### src/pkg/channel_gain_consts.vh
`ifndef CHANNEL_GAIN_CONSTS_VH
`define CHANNEL_GAIN_CONSTS_VH

// ----------------------------------------------------------------
// control word offsets (16-bit words on the host port)
// ----------------------------------------------------------------
`define OFS_LEAP_DIV_HIGH    8'h02
`define OFS_LEAP_DIV_LOW     8'h03
`define OFS_SAMPLE_INC_HIGH  8'h04
`define OFS_SAMPLE_INC_MID   8'h05
`define OFS_SAMPLE_INC_LOW   8'h06
`define OFS_GAIN_CONTROL     8'h0a
`define OFS_RAMP_LEN_LAT     8'h0b
`define OFS_MAIN_CONTROL     8'h0c
`define OFS_FILTER_CONTROL   8'h0d
`define OFS_RAMP_MEM_ADDR    8'h10
`define OFS_RAMP_MEM_DATA    8'h11
`define OFS_CHANNEL_STATUS   8'h12

// ----------------------------------------------------------------
// field positions
// ----------------------------------------------------------------
`define BIT_RAMP_ENABLE      15
`define BIT_LEAP_CLR_FINE    14
`define BIT_LEAP_CLR_COARSE  13
`define BIT_LEAP_ENABLE      12
`define BIT_OFFSET_HI        11
`define BIT_OFFSET_LO        10
`define BIT_IP_SEL_HI        1
`define BIT_IP_SEL_LO        0
`define BIT_RAMP_HOLD        14
`define BIT_LAT_BYPASS       8
`define BIT_LAT_REDUCED      7
`define BIT_RAMP_LEN_HI      6
`define BIT_GAIN_SHIFT_HI    14
`define BIT_GAIN_SHIFT_LO    12
`define BIT_GAIN_MULT_HI     11

// ----------------------------------------------------------------
// reset values and constants
// ----------------------------------------------------------------
`define RST_WORD             16'h0000
`define RAMP_UNITY           12'h800
`define RAMP_ALIGN_DEPTH     4
`define RAMP_LAT_REDUCTION   2
`define RAMP_MEM_DEPTH       128
`define IP_SEL_4             2'b00
`define IP_SEL_8             2'b01

`endif

### src/rtl/channel_gain_and_sample_nco.v
`timescale 1ns/10ps
`include "channel_gain_consts.vh"


module channel_gain_and_sample_nco #(
   parameter DW          = 16,
   parameter ALIGN_DEPTH = `RAMP_ALIGN_DEPTH
) (
   input  wire                 sys_clk,
   input  wire                 sys_rst,
   input  wire [7:0]           hostAddr,
   input  wire [15:0]          hostWrData,
   input  wire                 hostWr,
   input  wire                 hostRd,
   output reg  [15:0]          hostRdData_q,
   input  wire                 txBurstEnable,
   input  wire signed [DW-1:0] shapedI,
   input  wire signed [DW-1:0] shapedQ,
   output wire signed [DW+1:0] gainI,
   output wire signed [DW+1:0] gainQ,
   output wire                 gainValid,
   output reg                  sampleClock_q,
   output wire                 sampleStrobe,
   output wire                 coarseStrobe,
   output reg  [3:0]           coarsePhase_q,
   output reg  [15:0]          finePhase_q,
   output wire                 leapCarry,
   output wire                 leapPreCarry
);

   // ----------------------------------------------------------------
   // control words
   // ----------------------------------------------------------------
   reg [15:0] leapDivHigh_q;
   reg [15:0] leapDivLow_q;
   reg [15:0] sampleIncHigh_q;
   reg [15:0] sampleIncMid_q;
   reg [15:0] sampleIncLow_q;
   reg [15:0] gainControl_q;
   reg [15:0] rampLenLat_q;
   reg [15:0] mainControl_q;
   reg [15:0] filterControl_q;
   reg [6:0]  rampMemAddr_q;

   wire [11:0] memRdData;
   wire [11:0] rampGain;
   wire [6:0]  rampPtr;
   wire        txEffective;
   wire        memWr;

   // host writes; memory data word goes through to the profile table
   always @(posedge sys_clk) begin
      if (sys_rst) begin
         leapDivHigh_q   <= `RST_WORD;
         leapDivLow_q    <= `RST_WORD;
         sampleIncHigh_q <= `RST_WORD;
         sampleIncMid_q  <= `RST_WORD;
         sampleIncLow_q  <= `RST_WORD;
         gainControl_q   <= `RST_WORD;
         rampLenLat_q    <= `RST_WORD;
         mainControl_q   <= `RST_WORD;
         filterControl_q <= `RST_WORD;
         rampMemAddr_q   <= 7'h00;
      end else if (hostWr) begin
         case (hostAddr)
            `OFS_LEAP_DIV_HIGH:   leapDivHigh_q   <= hostWrData;
            `OFS_LEAP_DIV_LOW:    leapDivLow_q    <= hostWrData;
            `OFS_SAMPLE_INC_HIGH: sampleIncHigh_q <= hostWrData;
            `OFS_SAMPLE_INC_MID:  sampleIncMid_q  <= hostWrData;
            `OFS_SAMPLE_INC_LOW:  sampleIncLow_q  <= hostWrData;
            `OFS_GAIN_CONTROL:    gainControl_q   <= hostWrData;
            `OFS_RAMP_LEN_LAT:    rampLenLat_q    <= hostWrData;
            `OFS_MAIN_CONTROL:    mainControl_q   <= hostWrData;
            `OFS_FILTER_CONTROL:  filterControl_q <= hostWrData;
            `OFS_RAMP_MEM_ADDR:   rampMemAddr_q   <= hostWrData[6:0];
            default:              rampMemAddr_q   <= rampMemAddr_q;
         endcase
      end
   end

   assign memWr = hostWr && (hostAddr == `OFS_RAMP_MEM_DATA);

   // read back one cycle after the strobe; unmapped words read zero
   always @(posedge sys_clk) begin
      if (sys_rst) begin
         hostRdData_q <= `RST_WORD;
      end else if (hostRd) begin
         case (hostAddr)
            `OFS_LEAP_DIV_HIGH:   hostRdData_q <= leapDivHigh_q;
            `OFS_LEAP_DIV_LOW:    hostRdData_q <= leapDivLow_q;
            `OFS_SAMPLE_INC_HIGH: hostRdData_q <= sampleIncHigh_q;
            `OFS_SAMPLE_INC_MID:  hostRdData_q <= sampleIncMid_q;
            `OFS_SAMPLE_INC_LOW:  hostRdData_q <= sampleIncLow_q;
            `OFS_GAIN_CONTROL:    hostRdData_q <= gainControl_q;
            `OFS_RAMP_LEN_LAT:    hostRdData_q <= rampLenLat_q;
            `OFS_MAIN_CONTROL:    hostRdData_q <= mainControl_q;
            `OFS_FILTER_CONTROL:  hostRdData_q <= filterControl_q;
            `OFS_RAMP_MEM_ADDR:   hostRdData_q <= {9'h000, rampMemAddr_q};
            `OFS_RAMP_MEM_DATA:   hostRdData_q <= {4'h0, memRdData};
            `OFS_CHANNEL_STATUS:  hostRdData_q <= {7'h00, txEffective, 1'b0, rampPtr};
            default:              hostRdData_q <= `RST_WORD;
         endcase
      end
   end

   // ----------------------------------------------------------------
   // field decode
   // ----------------------------------------------------------------
   wire [47:0] sampleFrequencyWord  = {sampleIncHigh_q, sampleIncMid_q, sampleIncLow_q};
   wire [31:0] integerLeapDivisor   = {leapDivHigh_q, leapDivLow_q};
   wire [1:0]  phaseOffsetSel       = filterControl_q[`BIT_OFFSET_HI:`BIT_OFFSET_LO];
   wire [1:0]  ipSel                = filterControl_q[`BIT_IP_SEL_HI:`BIT_IP_SEL_LO];
   wire        leapEnable           = filterControl_q[`BIT_LEAP_ENABLE];
   wire        leapClrCoarse        = filterControl_q[`BIT_LEAP_CLR_COARSE];
   wire        leapClrFine          = filterControl_q[`BIT_LEAP_CLR_FINE];
   wire        rampEnable           = filterControl_q[`BIT_RAMP_ENABLE];
   wire        rampHold             = mainControl_q[`BIT_RAMP_HOLD];
   wire [11:0] gainMultiplier       = gainControl_q[`BIT_GAIN_MULT_HI:0];
   wire [2:0]  gainShiftCode        = gainControl_q[`BIT_GAIN_SHIFT_HI:`BIT_GAIN_SHIFT_LO];

   // coarse field width: log2 of the interpolation factor
   function [2:0] coarseBits;
      input [1:0] sel;
      begin
         case (sel)
            `IP_SEL_4: coarseBits = 3'd2;
            `IP_SEL_8: coarseBits = 3'd3;
            default:   coarseBits = 3'd4;
         endcase
      end
   endfunction

   wire [2:0]  coarseWidth = coarseBits(ipSel);
   wire [47:0] coarseMask  = ~({48{1'b1}} >> coarseWidth);
   wire [47:0] clearMask   = (leapClrCoarse ? coarseMask : 48'h0) |
                             (leapClrFine ? ~coarseMask : 48'h0);

   // ----------------------------------------------------------------
   // leap counter
   // ----------------------------------------------------------------
   // a zero divisor is taken as one, i.e. a carry on every clock
   reg  [31:0] leapCount_q;
   wire [31:0] leapDivEff = (integerLeapDivisor == 32'h0) ? 32'h1 : integerLeapDivisor;
   wire        leapAtEnd  = (leapCount_q >= leapDivEff - 32'h1);

   assign leapCarry    = leapEnable && leapAtEnd;
   assign leapPreCarry = leapEnable &&
                         ((leapDivEff == 32'h1) || (leapCount_q == leapDivEff - 32'h2));

   always @(posedge sys_clk) begin
      if (sys_rst || !leapEnable) begin
         leapCount_q <= 32'h0;
      end else if (leapAtEnd) begin
         leapCount_q <= 32'h0;
      end else begin
         leapCount_q <= leapCount_q + 32'h1;
      end
   end

   // ----------------------------------------------------------------
   // sample rate accumulator
   // ----------------------------------------------------------------
   reg  [47:0] phaseAcc_q;
   reg  [47:0] phaseOut_q;
   reg         coarseTap_q;
   wire [47:0] phaseOut  = phaseAcc_q + {phaseOffsetSel, 46'h0};
   wire [47:0] phaseFine = phaseOut << coarseWidth;
   wire [3:0]  coarseTop = phaseOut[47:44] >> (3'd4 - coarseWidth);
   wire        coarseTap = phaseOut_q[6'd48 - {3'd0, coarseWidth}];

   // carry clears chosen phase fields instead of adding that cycle
   always @(posedge sys_clk) begin
      if (sys_rst) begin
         phaseAcc_q <= 48'h0;
      end else if (leapCarry) begin
         phaseAcc_q <= phaseAcc_q & ~clearMask;
      end else begin
         phaseAcc_q <= phaseAcc_q + sampleFrequencyWord;
      end
   end

   // offset output, sample clock and phases taken from registers
   always @(posedge sys_clk) begin
      if (sys_rst) begin
         phaseOut_q    <= 48'h0;
         sampleClock_q <= 1'b0;
         coarsePhase_q <= 4'h0;
         finePhase_q   <= 16'h0000;
         coarseTap_q   <= 1'b0;
      end else begin
         phaseOut_q    <= phaseOut;
         sampleClock_q <= phaseOut[47];
         coarsePhase_q <= coarseTop;
         finePhase_q   <= phaseFine[47:32];
         coarseTap_q   <= coarseTap;
      end
   end

   // sample strobe leads each sample clock rise by one cycle; a coarse
   // step is a toggle of the coarse field's lowest bit, which holds only
   // while the increment stays below one step per clock
   assign sampleStrobe = phaseOut[47] & ~sampleClock_q;
   assign coarseStrobe = coarseTap ^ coarseTap_q;

   // ----------------------------------------------------------------
   // ramp profile and gain stages
   // ----------------------------------------------------------------
   ramp_gain_profile #(
      .ALIGN_DEPTH (ALIGN_DEPTH)
   ) u_ramp (
      .sys_clk       (sys_clk),
      .sys_rst       (sys_rst),
      .coarseStrobe  (coarseStrobe),
      .txBurstEnable (txBurstEnable),
      .rampEnable    (rampEnable),
      .rampHold      (rampHold),
      .latBypass     (rampLenLat_q[`BIT_LAT_BYPASS]),
      .latReduced    (rampLenLat_q[`BIT_LAT_REDUCED]),
      .rampLength    (rampLenLat_q[`BIT_RAMP_LEN_HI:0]),
      .memAddr       (rampMemAddr_q),
      .memWrData     (hostWrData[11:0]),
      .memWr         (memWr),
      .memRdData     (memRdData),
      .rampGain_q    (rampGain),
      .rampPtr_q     (rampPtr),
      .txEffective   (txEffective)
   );

   gain_scaler #(
      .DW (DW)
   ) u_gain (
      .sys_clk        (sys_clk),
      .sys_rst        (sys_rst),
      .sampleValid    (coarseStrobe),
      .shapedI        (shapedI),
      .shapedQ        (shapedQ),
      .rampGain       (rampGain),
      .gainMultiplier (gainMultiplier),
      .gainShiftCode  (gainShiftCode),
      .gainI_q        (gainI),
      .gainQ_q        (gainQ),
      .gainValid_q    (gainValid)
   );

endmodule // channel_gain_and_sample_nco

### src/rtl/ramp_gain_profile.v
`timescale 1ns/10ps
`include "channel_gain_consts.vh"

module ramp_gain_profile #(
   parameter ALIGN_DEPTH = `RAMP_ALIGN_DEPTH
) (
   input  wire        sys_clk,
   input  wire        sys_rst,
   input  wire        coarseStrobe,
   input  wire        txBurstEnable,
   input  wire        rampEnable,
   input  wire        rampHold,
   input  wire        latBypass,
   input  wire        latReduced,
   input  wire [6:0]  rampLength,
   input  wire [6:0]  memAddr,
   input  wire [11:0] memWrData,
   input  wire        memWr,
   output wire [11:0] memRdData,
   output reg  [11:0] rampGain_q,
   output reg  [6:0]  rampPtr_q,
   output wire        txEffective
);

   // ----------------------------------------------------------------
   // storage
   // ----------------------------------------------------------------
   reg [11:0]            profMem [0:`RAMP_MEM_DEPTH-1];
   reg [ALIGN_DEPTH-1:0] alignLine_q;
   reg                   rampEnPrev_q;
   wire                  memOpen;

   // host writes only while the gain cannot glitch from a rewrite; reads are always open
   assign memOpen   = ~rampEnable | rampHold;
   assign memRdData = profMem[memAddr];

   // coefficient writes, 128 x 12
   always @(posedge sys_clk) begin
      if (memWr && memOpen) begin
         profMem[memAddr] <= memWrData;
      end
   end

   // ----------------------------------------------------------------
   // burst enable alignment
   // ----------------------------------------------------------------
   // delay line steps on coarse ticks, so latency is in edges not clocks
   always @(posedge sys_clk) begin
      if (sys_rst) begin
         alignLine_q <= {ALIGN_DEPTH{1'b0}};
      end else if (coarseStrobe) begin
         alignLine_q <= {alignLine_q[ALIGN_DEPTH-2:0], txBurstEnable};
      end
   end

   // bypass uses the raw pin; reduced mode taps two edges earlier
   assign txEffective = latBypass  ? txBurstEnable :
                        latReduced ? alignLine_q[ALIGN_DEPTH-1-`RAMP_LAT_REDUCTION] :
                                     alignLine_q[ALIGN_DEPTH-1];

   // ----------------------------------------------------------------
   // pointer walk
   // ----------------------------------------------------------------
   // up toward the length while txEffective is high, down to zero while it is low; frozen while the ramp is off or on hold
   always @(posedge sys_clk) begin
      if (sys_rst) begin
         rampPtr_q    <= 7'h00;
         rampEnPrev_q <= 1'b0;
      end else begin
         rampEnPrev_q <= rampEnable;
         if (rampEnable && !rampEnPrev_q) begin
            rampPtr_q <= 7'h00;
         end else if (rampEnable && !rampHold && coarseStrobe) begin
            if (txEffective && (rampPtr_q != rampLength)) begin
               rampPtr_q <= rampPtr_q + 7'h01;
            end else if (!txEffective && (rampPtr_q != 7'h00)) begin
               rampPtr_q <= rampPtr_q - 7'h01;
            end
         end
      end
   end

   // applied gain: unity when off, frozen on hold, table value otherwise
   always @(posedge sys_clk) begin
      if (sys_rst) begin
         rampGain_q <= `RAMP_UNITY;
      end else if (!rampEnable) begin
         rampGain_q <= `RAMP_UNITY;
      end else if (!rampHold) begin
         rampGain_q <= profMem[rampPtr_q];
      end
   end

endmodule // ramp_gain_profile

### src/rtl/gain_scaler.v
`timescale 1ns/10ps
`include "channel_gain_consts.vh"

module gain_scaler #(
   parameter DW = 16
) (
   input  wire                 sys_clk,
   input  wire                 sys_rst,
   input  wire                 sampleValid,
   input  wire signed [DW-1:0] shapedI,
   input  wire signed [DW-1:0] shapedQ,
   input  wire [11:0]          rampGain,
   input  wire [11:0]          gainMultiplier,
   input  wire [2:0]           gainShiftCode,
   output reg  signed [DW+1:0] gainI_q,
   output reg  signed [DW+1:0] gainQ_q,
   output reg                  gainValid_q
);

   // ----------------------------------------------------------------
   // helpers
   // ----------------------------------------------------------------
   // divisors 4096,256,32,16,8,4,2,1 as right-shift counts
   function [3:0] shiftCount;
      input [2:0] code;
      begin
         case (code)
            3'h0:    shiftCount = 4'hc;
            3'h1:    shiftCount = 4'h8;
            3'h2:    shiftCount = 4'h5;
            3'h3:    shiftCount = 4'h4;
            3'h4:    shiftCount = 4'h3;
            3'h5:    shiftCount = 4'h2;
            3'h6:    shiftCount = 4'h1;
            default: shiftCount = 4'h0;
         endcase
      end
   endfunction

   // ramp stage: 1.11 unsigned coefficient, 0x800 is unity
   wire signed [DW+12:0] rampProdI = shapedI * $signed({1'b0, rampGain});
   wire signed [DW+12:0] rampProdQ = shapedQ * $signed({1'b0, rampGain});

   reg  signed [DW+1:0]  rampI_q;
   reg  signed [DW+1:0]  rampQ_q;
   reg                   rampValid_q;

   // gain stage: multiplier over 4096, never above unity
   wire signed [DW+14:0] multProdI = rampI_q * $signed({1'b0, gainMultiplier});
   wire signed [DW+14:0] multProdQ = rampQ_q * $signed({1'b0, gainMultiplier});
   wire signed [DW+1:0]  multI     = multProdI[DW+13:12];
   wire signed [DW+1:0]  multQ     = multProdQ[DW+13:12];

   // ----------------------------------------------------------------
   // pipeline
   // ----------------------------------------------------------------
   // ramp first, then multiplier and shift; same scaling on I and Q
   always @(posedge sys_clk) begin
      if (sys_rst) begin
         rampI_q     <= {(DW+2){1'b0}};
         rampQ_q     <= {(DW+2){1'b0}};
         rampValid_q <= 1'b0;
         gainI_q     <= {(DW+2){1'b0}};
         gainQ_q     <= {(DW+2){1'b0}};
         gainValid_q <= 1'b0;
      end else begin
         rampValid_q <= sampleValid;
         gainValid_q <= rampValid_q;
         if (sampleValid) begin
            rampI_q <= rampProdI[DW+12:11];
            rampQ_q <= rampProdQ[DW+12:11];
         end
         if (rampValid_q) begin
            gainI_q <= multI >>> shiftCount(gainShiftCode);
            gainQ_q <= multQ >>> shiftCount(gainShiftCode);
         end
      end
   end

endmodule // gain_scaler

### config.mk
export PLATFORM = sky130hd
export DESIGN_NAME = channel_gain_and_sample_nco
export DESIGN_NICKNAME = d
export VERILOG_FILES = /design/src/rtl/channel_gain_and_sample_nco.v /design/src/rtl/ramp_gain_profile.v /design/src/rtl/gain_scaler.v
export VERILOG_INCLUDE_DIRS = /design/src /design/src/pkg
export SDC_FILE = /design/constraint.sdc
export NUM_CORES = 2
export LEC_CHECK = 0
export BUFFER_PORTS_ARGS = -buffer_cell sky130_fd_sc_hd__buf_4
export CAP_MARGIN = 20
export CORE_MARGIN = 2
export CORE_UTILIZATION = 45
export CTS_BUF_LIST = sky130_fd_sc_hd__clkbuf_2 sky130_fd_sc_hd__clkbuf_4 sky130_fd_sc_hd__clkbuf_8
export CTS_CLUSTER_SIZE = 14
export DETAILED_ROUTE_END_ITERATION = 10
export GPL_TIMING_DRIVEN = 0
export PLACE_DENSITY = 0.6
export SETUP_SLACK_MARGIN = 0.2
export SKIP_LAST_GASP = 1
export SLEW_MARGIN = 0
export SYNTH_ARGS = -nofsm -noshare
export SYNTH_HDL_FRONTEND = slang
export SYNTH_SLANG_ARGS = --single-unit
### constraint.sdc
create_clock -name sys_clk -period 8.04 [get_ports sys_clk]
set_input_delay 0 -clock sys_clk [delete_from_list [all_inputs] [get_ports sys_clk]]
set_output_delay 0 -clock sys_clk [all_outputs]
set_load 0.01 [all_outputs]
======== Word-level counts from Yosys, hierarchy flattened ========
Memory sizes are Yosys's and may differ from the RTL's. A register that Yosys moved wholly into a read port is not among the register bits.
Index checks and enable logic that the tools add are counted.
word-level totals
  output and inout port bits .............. 78
  input bits .............................. 61
  register bits after elaboration ......... 403
  memories ................................ 1
  memory bits (writable) .................. 1536
  logic and storage cells ................. 134
cells by class
  shifts and indexed selects .............. 5
  mux-type cells .......................... 19
  multiply operators ...................... 4
  reduce and logical (&&, ||, !) cells .... 35
  order comparisons ....................... 2
  eq/ne operators ......................... 22
  bitwise logic cells ..................... 10
  $add $sub $neg .......................... 9
memories
  memory          depth  width  read ports  clocked after Yosys merged registers in  wr ports  line                    RTL
  u_ramp.profMem  128    12     2           2                                        1         ramp_gain_profile.v:28  reg [11:0] profMem [0:`RAMP_MEM_DEPTH-1];
operators with widths
  cell                                                                   number
  16-bit case mux with 12 select lines                                   1
  48-bit 2-to-1 mux                                                      3
  48-bit inverter                                                        3
  48-bit adder                                                           2
  18-bit by 13-bit multiplier with 30-bit output                         2
  16-bit by 13-bit multiplier with 29-bit output                         2
  48-bit AND                                                             1
  48-bit OR                                                              1
  48-bit by 3-bit left shift with 48-bit output                          1
  48-bit by 3-bit >> shifter with 48-bit output (first input constant)   1
  18-bit by 4-bit >>> shifter with 18-bit output                         2
  32-bit by 1-bit adder with 32-bit output (second input constant)       1
  32-bit by 1-bit == test with 1-bit output (second input constant)      1
  32-bit == test                                                         1
  8-bit by 4-bit == test with 1-bit output (second input constant)       4
  32-bit greater-or-equal comparator                                     1
  32-bit zero test                                                       1
  32-bit 2-to-1 mux                                                      1
  32-bit by 1-bit subtractor with 32-bit output (second input constant)  1
  32-bit by 2-bit subtractor with 32-bit output (second input constant)  1
  7-bit 2-to-1 mux                                                       4
  4-bit case mux with 7 select lines                                     1
  8-bit by 3-bit == test with 1-bit output (second input constant)       3
  8-bit by 5-bit == test with 1-bit output (second input constant)       3
  other kinds (29)                                                       64

======== Longest topological paths before layout ========
  depth in word-level cells ............... 10
  gate-level depth with buffers ........... 26
  mapped depth without buffers ............ 22

======== Hierarchy ========
A second synthesis with hierarchy kept.
second synthesis, totals
  cells, all modules ...................... 10251
  area total of the unflattened synthesis .. 119711.1 µm²
by module, submodules not included
  module                       area each (µm²)  cells each  instances  seq. area each (µm²)
  ramp_gain_profile            70357.5          4277        1          46604.7
  gain_scaler                  33442.1          3907        1          1481.4
  channel_gain_and_sample_nco  15911.5          2067        1          5445.2

======== Least setup slack after synthesis ========
Ideal clock, no wire load.
  kind .................................... register -> register
  start point ............................. reg gainControl_q[4]
  end point ............................... reg u_gain.gainQ_q[8]
  data arrival time ....................... 5.927 ns
  setup slack ............................. 1.982 ns
  setup time .............................. 0.132 ns
  required time ........................... 7.908 ns
  cell stages (with the launch flop) ...... 25
  clock period less this slack ............ 6.058 ns
  path buffers ............................ 4
  cells stage by stage .................... dfxtp_1 clkbuf_1 clkbuf_1 nand2_1 fa_1 inv_1 fa_1 fa_1 fa_1 inv_1 fa_1 inv_1 ha_1 clkbuf_1 a21oi_1 nor2_1 nor2_1 o211ai_1 o41ai_1 xnor2_1 clkbuf_1 nor2_1 a211o_1 a221oi_1 nor3_1
on the way
  longest elaborated chain between the ends .. 2
RTL lines
  what                                            line                              RTL
  start, declared                                 channel_gain_and_sample_nco.v:39  reg [15:0] gainControl_q;
  start signal, assigned                          channel_gain_and_sample_nco.v:59  gainControl_q <= `RST_WORD;
  start signal, assigned                          channel_gain_and_sample_nco.v:71  `OFS_GAIN_CONTROL: gainControl_q <= hostWrData;
  18-bit by 13-bit multiplier with 30-bit output  gain_scaler.v:50                  wire signed [DW+14:0] multProdQ = rampQ_q * $signed({1'b0, gainMultiplier});
  18-bit by 4-bit >>> shifter with 18-bit output  gain_scaler.v:75                  gainQ_q <= multQ >>> shiftCount(gainShiftCode);
  end signal, assigned                            gain_scaler.v:64                  gainQ_q <= {(DW+2){1'b0}};
  end signal, assigned                            gain_scaler.v:75
  end, declared                                   gain_scaler.v:16                  output reg signed [DW+1:0] gainQ_q,
No other way between the ends.
A chain may end at the register's enable or synchronous reset.

======== Worst setup path in the final report ========
  start point ............................. reg gainControl_q[7]
  end point ............................... reg u_gain.gainI_q[12]
on the way
  longest elaborated chain between the ends .. 2
RTL lines
  what                                            line              RTL
  18-bit by 13-bit multiplier with 30-bit output  gain_scaler.v:49  wire signed [DW+14:0] multProdI = rampI_q * $signed({1'b0, gainMultiplier});
  18-bit by 4-bit >>> shifter with 18-bit output  gain_scaler.v:74  gainI_q <= multI >>> shiftCount(gainShiftCode);
  end signal, assigned                            gain_scaler.v:63  gainI_q <= {(DW+2){1'b0}};
  end signal, assigned                            gain_scaler.v:74
  end, declared                                   gain_scaler.v:15  output reg signed [DW+1:0] gainI_q,
No other way between the ends.

==> impl_metrics.csv <==
group,metric,value,unit
sta,clock.fmax,0.134,GHz
route,routedWlPerCell,35.0,um
flow_run,max_cap_violations,0,
sta,setup-violations-final,0,
critical_path,start_kind,"flip-flop",
grt,antenna_found_initial,36,
synth,ys_ff_latch,1913,
clocking,clk_latency,1.03,ns
die,core_area,267000,sq um
critical_path,cpMostUsedCell,"fa_1",
synth,synth_edf_count,1536,
critical_path,crit_type,"flip-flop to flip-flop",
grt,grt_overflow,0,
critical_path,cp_max_fo,10,
power_and_ir_drop,p_leak,49.0,nW
final_layout,drive_gt1_share,21.7,%
power_and_ir_drop,pwr-share-seq,52.7,%
synth,synth_common_cells,"1536 x edfxtp_1, 1002 x mux4_2, 993 x nand2_1, 897 x inv_1, 744 x fa_1",
clocking,cts_sinks,1913,
synth,synth_top_cell_by_area,"edfxtp_1",
grt,use_met1,44.9,%
clocking,htreeDepth,5,
grt,met2_usage,51.3,%
synth,yosysMostFrequentCell,"edfxtp_1",
route,routed_wirelength,474000,um
power_and_ir_drop,power,20.3,mW
die,pin_count,139,
critical_path,critical-path-max-stage-delay,0.57,ns
die,rows,190,
synth,ys_warn_count,0,
final_layout,areaGrowthSynthToFinish,12.8,%
route,drc,0,
grt,grt_first_pass_wirelength,655000,um
synth,netlist.area_leader.share,38.2,%
power_and_ir_drop,swShare,23.1,%
die,die-height,522,um
critical_path,crit_chain,"clkbuf_2 -> clkbuf_1 -> nand2_1 -> fa_1 -> inv_1 -> fa_1 -> fa_1 -> fa_1 -> inv_1 -> fa_1 -> inv_1 -> ha_1 -> a21oi_2 -> nor2_1 -> nor3b_1 -> nand3_1 -> and4_1 -> or2_1 -> o311ai_4 -> mux2i_1 -> o2bb2ai_1 -> a221o_1",
synth,synth_cell_types,91,
sta,clock_skew,0.0799,ns
clocking,cts_made_buffers,337,
synth,syn-num-nets,10200,
synth,syn_area,121000,sq um
route,vias_per_cell,6.40,
critical_path,critPathRequiredTime,8.89,ns
grt,grt_pass1_vias,85300,
sta,hold_violations,18,
final_layout,instances_no_fill,13500,
sta,hold_slack,-0.0204,ns
route,ant_nets,0,
route,routed-via-count,86600,
grt,grtUsageTotal,34.7,%
clocking,cts_root_buf,"clkbuf_8",
synth,syn_inst,9033,
synth,ys.flop_type,"edfxtp_1",
power_and_ir_drop,combPwrFrac,2.6,%
sta,rsz0062_at_grt,"no",
sta,drv_slew,0,
run_status,status,"finished with violations",
critical_path,path_buf_inv,5,
grt,met3_usage,12.1,%
synth,async_reset_ff_share,0,%
clocking,cts_tree,"yes",
power_and_ir_drop,peakVddDrop,0.152,mV
power_and_ir_drop,p_clk_share,44.7,%
placement,io_buffers,130,
route,drt_iter0_drc,13600,
final_layout,final.fill_count,23100,
die,dieWidth,522,um
power_and_ir_drop,powerDensity,149,nW/um^2
die,die-area,272000,sq um
critical_path,crit_slowest_cell,"clkbuf_1",
sta,slew_headroom,10.0,%
sta,period_share,92.8,%
critical_path,worst_setup_path_end_kind,"flip-flop",
power_and_ir_drop,p_sw,4.69,mW
clocking,clk_path_buf_depth,4,
synth,synth-seq-area-share,44.5,%
placement,dp_cells,12900,
die,start_util,45.1,%
grt,grt_max_degree,130,
sta,tightest_slew,1.35,ns
clocking,cts.clk_slew.worst_paths,0.06,ns
critical_path,cpLargestDelayFamily,"adder cells",
placement,hpwlAfterDp,354000,um
final_layout,fin_nets,10900,
synth,synthTopCellsByArea,"edfxtp_1 38%, mux4_2 19%, fa_1 12%",
sta,fin_crit,7.46,ns
route,drt-pass1-iter-count,8,
critical_path,crit_arrival,8.31,ns
placement,place_congestion,1.04,
power_and_ir_drop,power.internal,15.6,mW
run_status,violations,"negative hold slack",
synth,avgSynthCellArea,13.4,sq um
worst_hold_path,min_path_type,"primary input to flip-flop",
grt,grt_busiest_layer,"met2",
==> stage by stage <==
step | util, % | setup TNS [ns] | setup WS [ns] | instance area, sq um
3_5_place_dp | 48.3 | -0.148 | -0.117 | 129000
5_1_grt | 50.9 | 0 | 0.218 | 136000
4_1_cts | 50.8 | 0 | 0.173 | 136000
2_1_floorplan | - | 0 | 1.98 | 121000
3_3_place_gp | 47.2 | -0.228 | -0.100 | 126000
6_report | 50.9 | 0 | 0.582 | 136000
==> repair_timing <==
item / CTS / global route
gates cloned: 0 / 0
buffers inserted: 0 / 0
setup endpoints to repair: 11 / 32
gates resized for setup: 4 / 42
hold buffers: 32 / 0
endpoints found under the hold margin: 1671 / 0
==> worst paths after layout <==
| path | start | end | slack (ns) | cells past startpoint |
|---|---|---|---|---|
| setup / recovery | gainControl_q[7]$_SDFFE_PP0P_ | u_gain.gainI_q[12]$_SDFFE_PP0P_ | 0.58 | 22 |
| hold / removal | hostWrData[10] | u_ramp.profMem[76][10]$_DFFE_PP_ | -0.02 | 2 |
| setup reg to reg | gainControl_q[7]$_SDFFE_PP0P_ | u_gain.gainI_q[12]$_SDFFE_PP0P_ | 0.58 | 22 |
| hold reg to reg | mainControl_q[9]$_SDFFE_PP0P_ | mainControl_q[9]$_SDFFE_PP0P_ | 0.45 | 2 |
==> metal layers <==
| metal | vias to the layer above | share of wire (%) | wire length, um |
|---|---|---|---|
| li1 | 34200 | - | - |
| met1 | 45000 | 36 | 172000 |
| met2 | 6079 | 44 | 207000 |
| met3 | 1259 | 13 | 63800 |
| met4 | 20 | 6.6 | 31400 |
| met5 | - | 0.049 | 232 |
==> layout by cell type, fill, tap and decap left out, types with 53 or more instances in the layout <==
cell / instances
buf_8: 110
nor2_1: 318
xor2_1: 98
clkbuf_4: 106
xnor2_1: 143
clkbuf_1: 393
edfxtp_1: 1536
nand2_1: 993
inv_1: 897
o21ai_0: 97
mux4_2: 1002
clkinv_1: 70
and2_1: 407
mux2i_1: 92
nor3_1: 53
fa_1: 744
nor2_2: 103
buf_4: 160
buf_2: 113
clkbuf_8: 363
a21o_1: 60
dfxtp_1: 377
a21oi_1: 428
nand3_1: 138
ha_1: 344
clkbuf_2: 70
==> kinds of logic (layout without fill, tap and decap cells) <==
group           after synthesis  after routing  share of synthesized area (%)
fa+ha+maj                  1088           1088                           15.9
xor+xnor                    242            242                           1.76
buf+inv                    1514           2440                           4.83
compound gates              953            953                           5.00
flops                      1913           1913                           44.5
mux                        1105           1105                           19.6
other cells                   0             16                              0
simple gates               2218           2218                           8.46
==> worst reg2reg max path, stage by stage (launching register included) <==
cell,delay [ns]
dfxtp_1,0.37
clkbuf_2,0.43
clkbuf_1,0.60
nand2_1,0.18
fa_1,0.56
inv_1,0.05
fa_1,0.56
fa_1,0.44
fa_1,0.50
inv_1,0.05
fa_1,0.47
inv_1,0.04
ha_1,0.35
a21oi_2,0.23
nor2_1,0.07
nor3b_1,0.34
nand3_1,0.21
and4_1,0.27
or2_1,0.27
o311ai_4,0.54
mux2i_1,0.30
o2bb2ai_1,0.19
a221o_1,0.33
==> registers in the layout, indices dropped and copies added (netlist names), 12 cells and up, named ones only <==
register / count
filterControl_q: 16
hostRdData_q: 16
leapDivHigh_q: 16
u_gain.gainQ_q: 18
leapCount_q: 32
phaseAcc_q: 48
u_gain.rampI_q: 18
rampLenLat_q: 16
u_ramp.rampGain_q: 12
gainControl_q: 16
sampleIncLow_q: 16
u_gain.gainI_q: 18
sampleIncHigh_q: 16
mainControl_q: 16
leapDivLow_q: 16
u_ramp.profMem: 1536
finePhase_q: 16
u_gain.rampQ_q: 18
sampleIncMid_q: 16
==> cell type report <==
class                   instances  area, sq um  area share [%]
clock inverters               122          724           0.532
multi-input cells            5606        61500            45.1
repair buffers                339         4090            3.00
well taps                    3552         4440            3.26
diodes                         16         40.0          0.0294
inverters                     900         3380            2.48
flip-flops and latches       1913        53700            39.4
plain buffers                 614         2570            1.89
clock buffers                 465         5760            4.23
==> power by group through the flow <==
stage,registers (mW),clock network (mW),logic (mW)
after detailed placement,10.9,0,0.501
after floorplan,10.9,0,0.181
after CTS,10.7,9.04,0.516
final,10.7,9.07,0.534
after global placement,10.9,0,0.466
after global routing,10.7,9.47,0.558
Power figures use the tool's default switching activity.
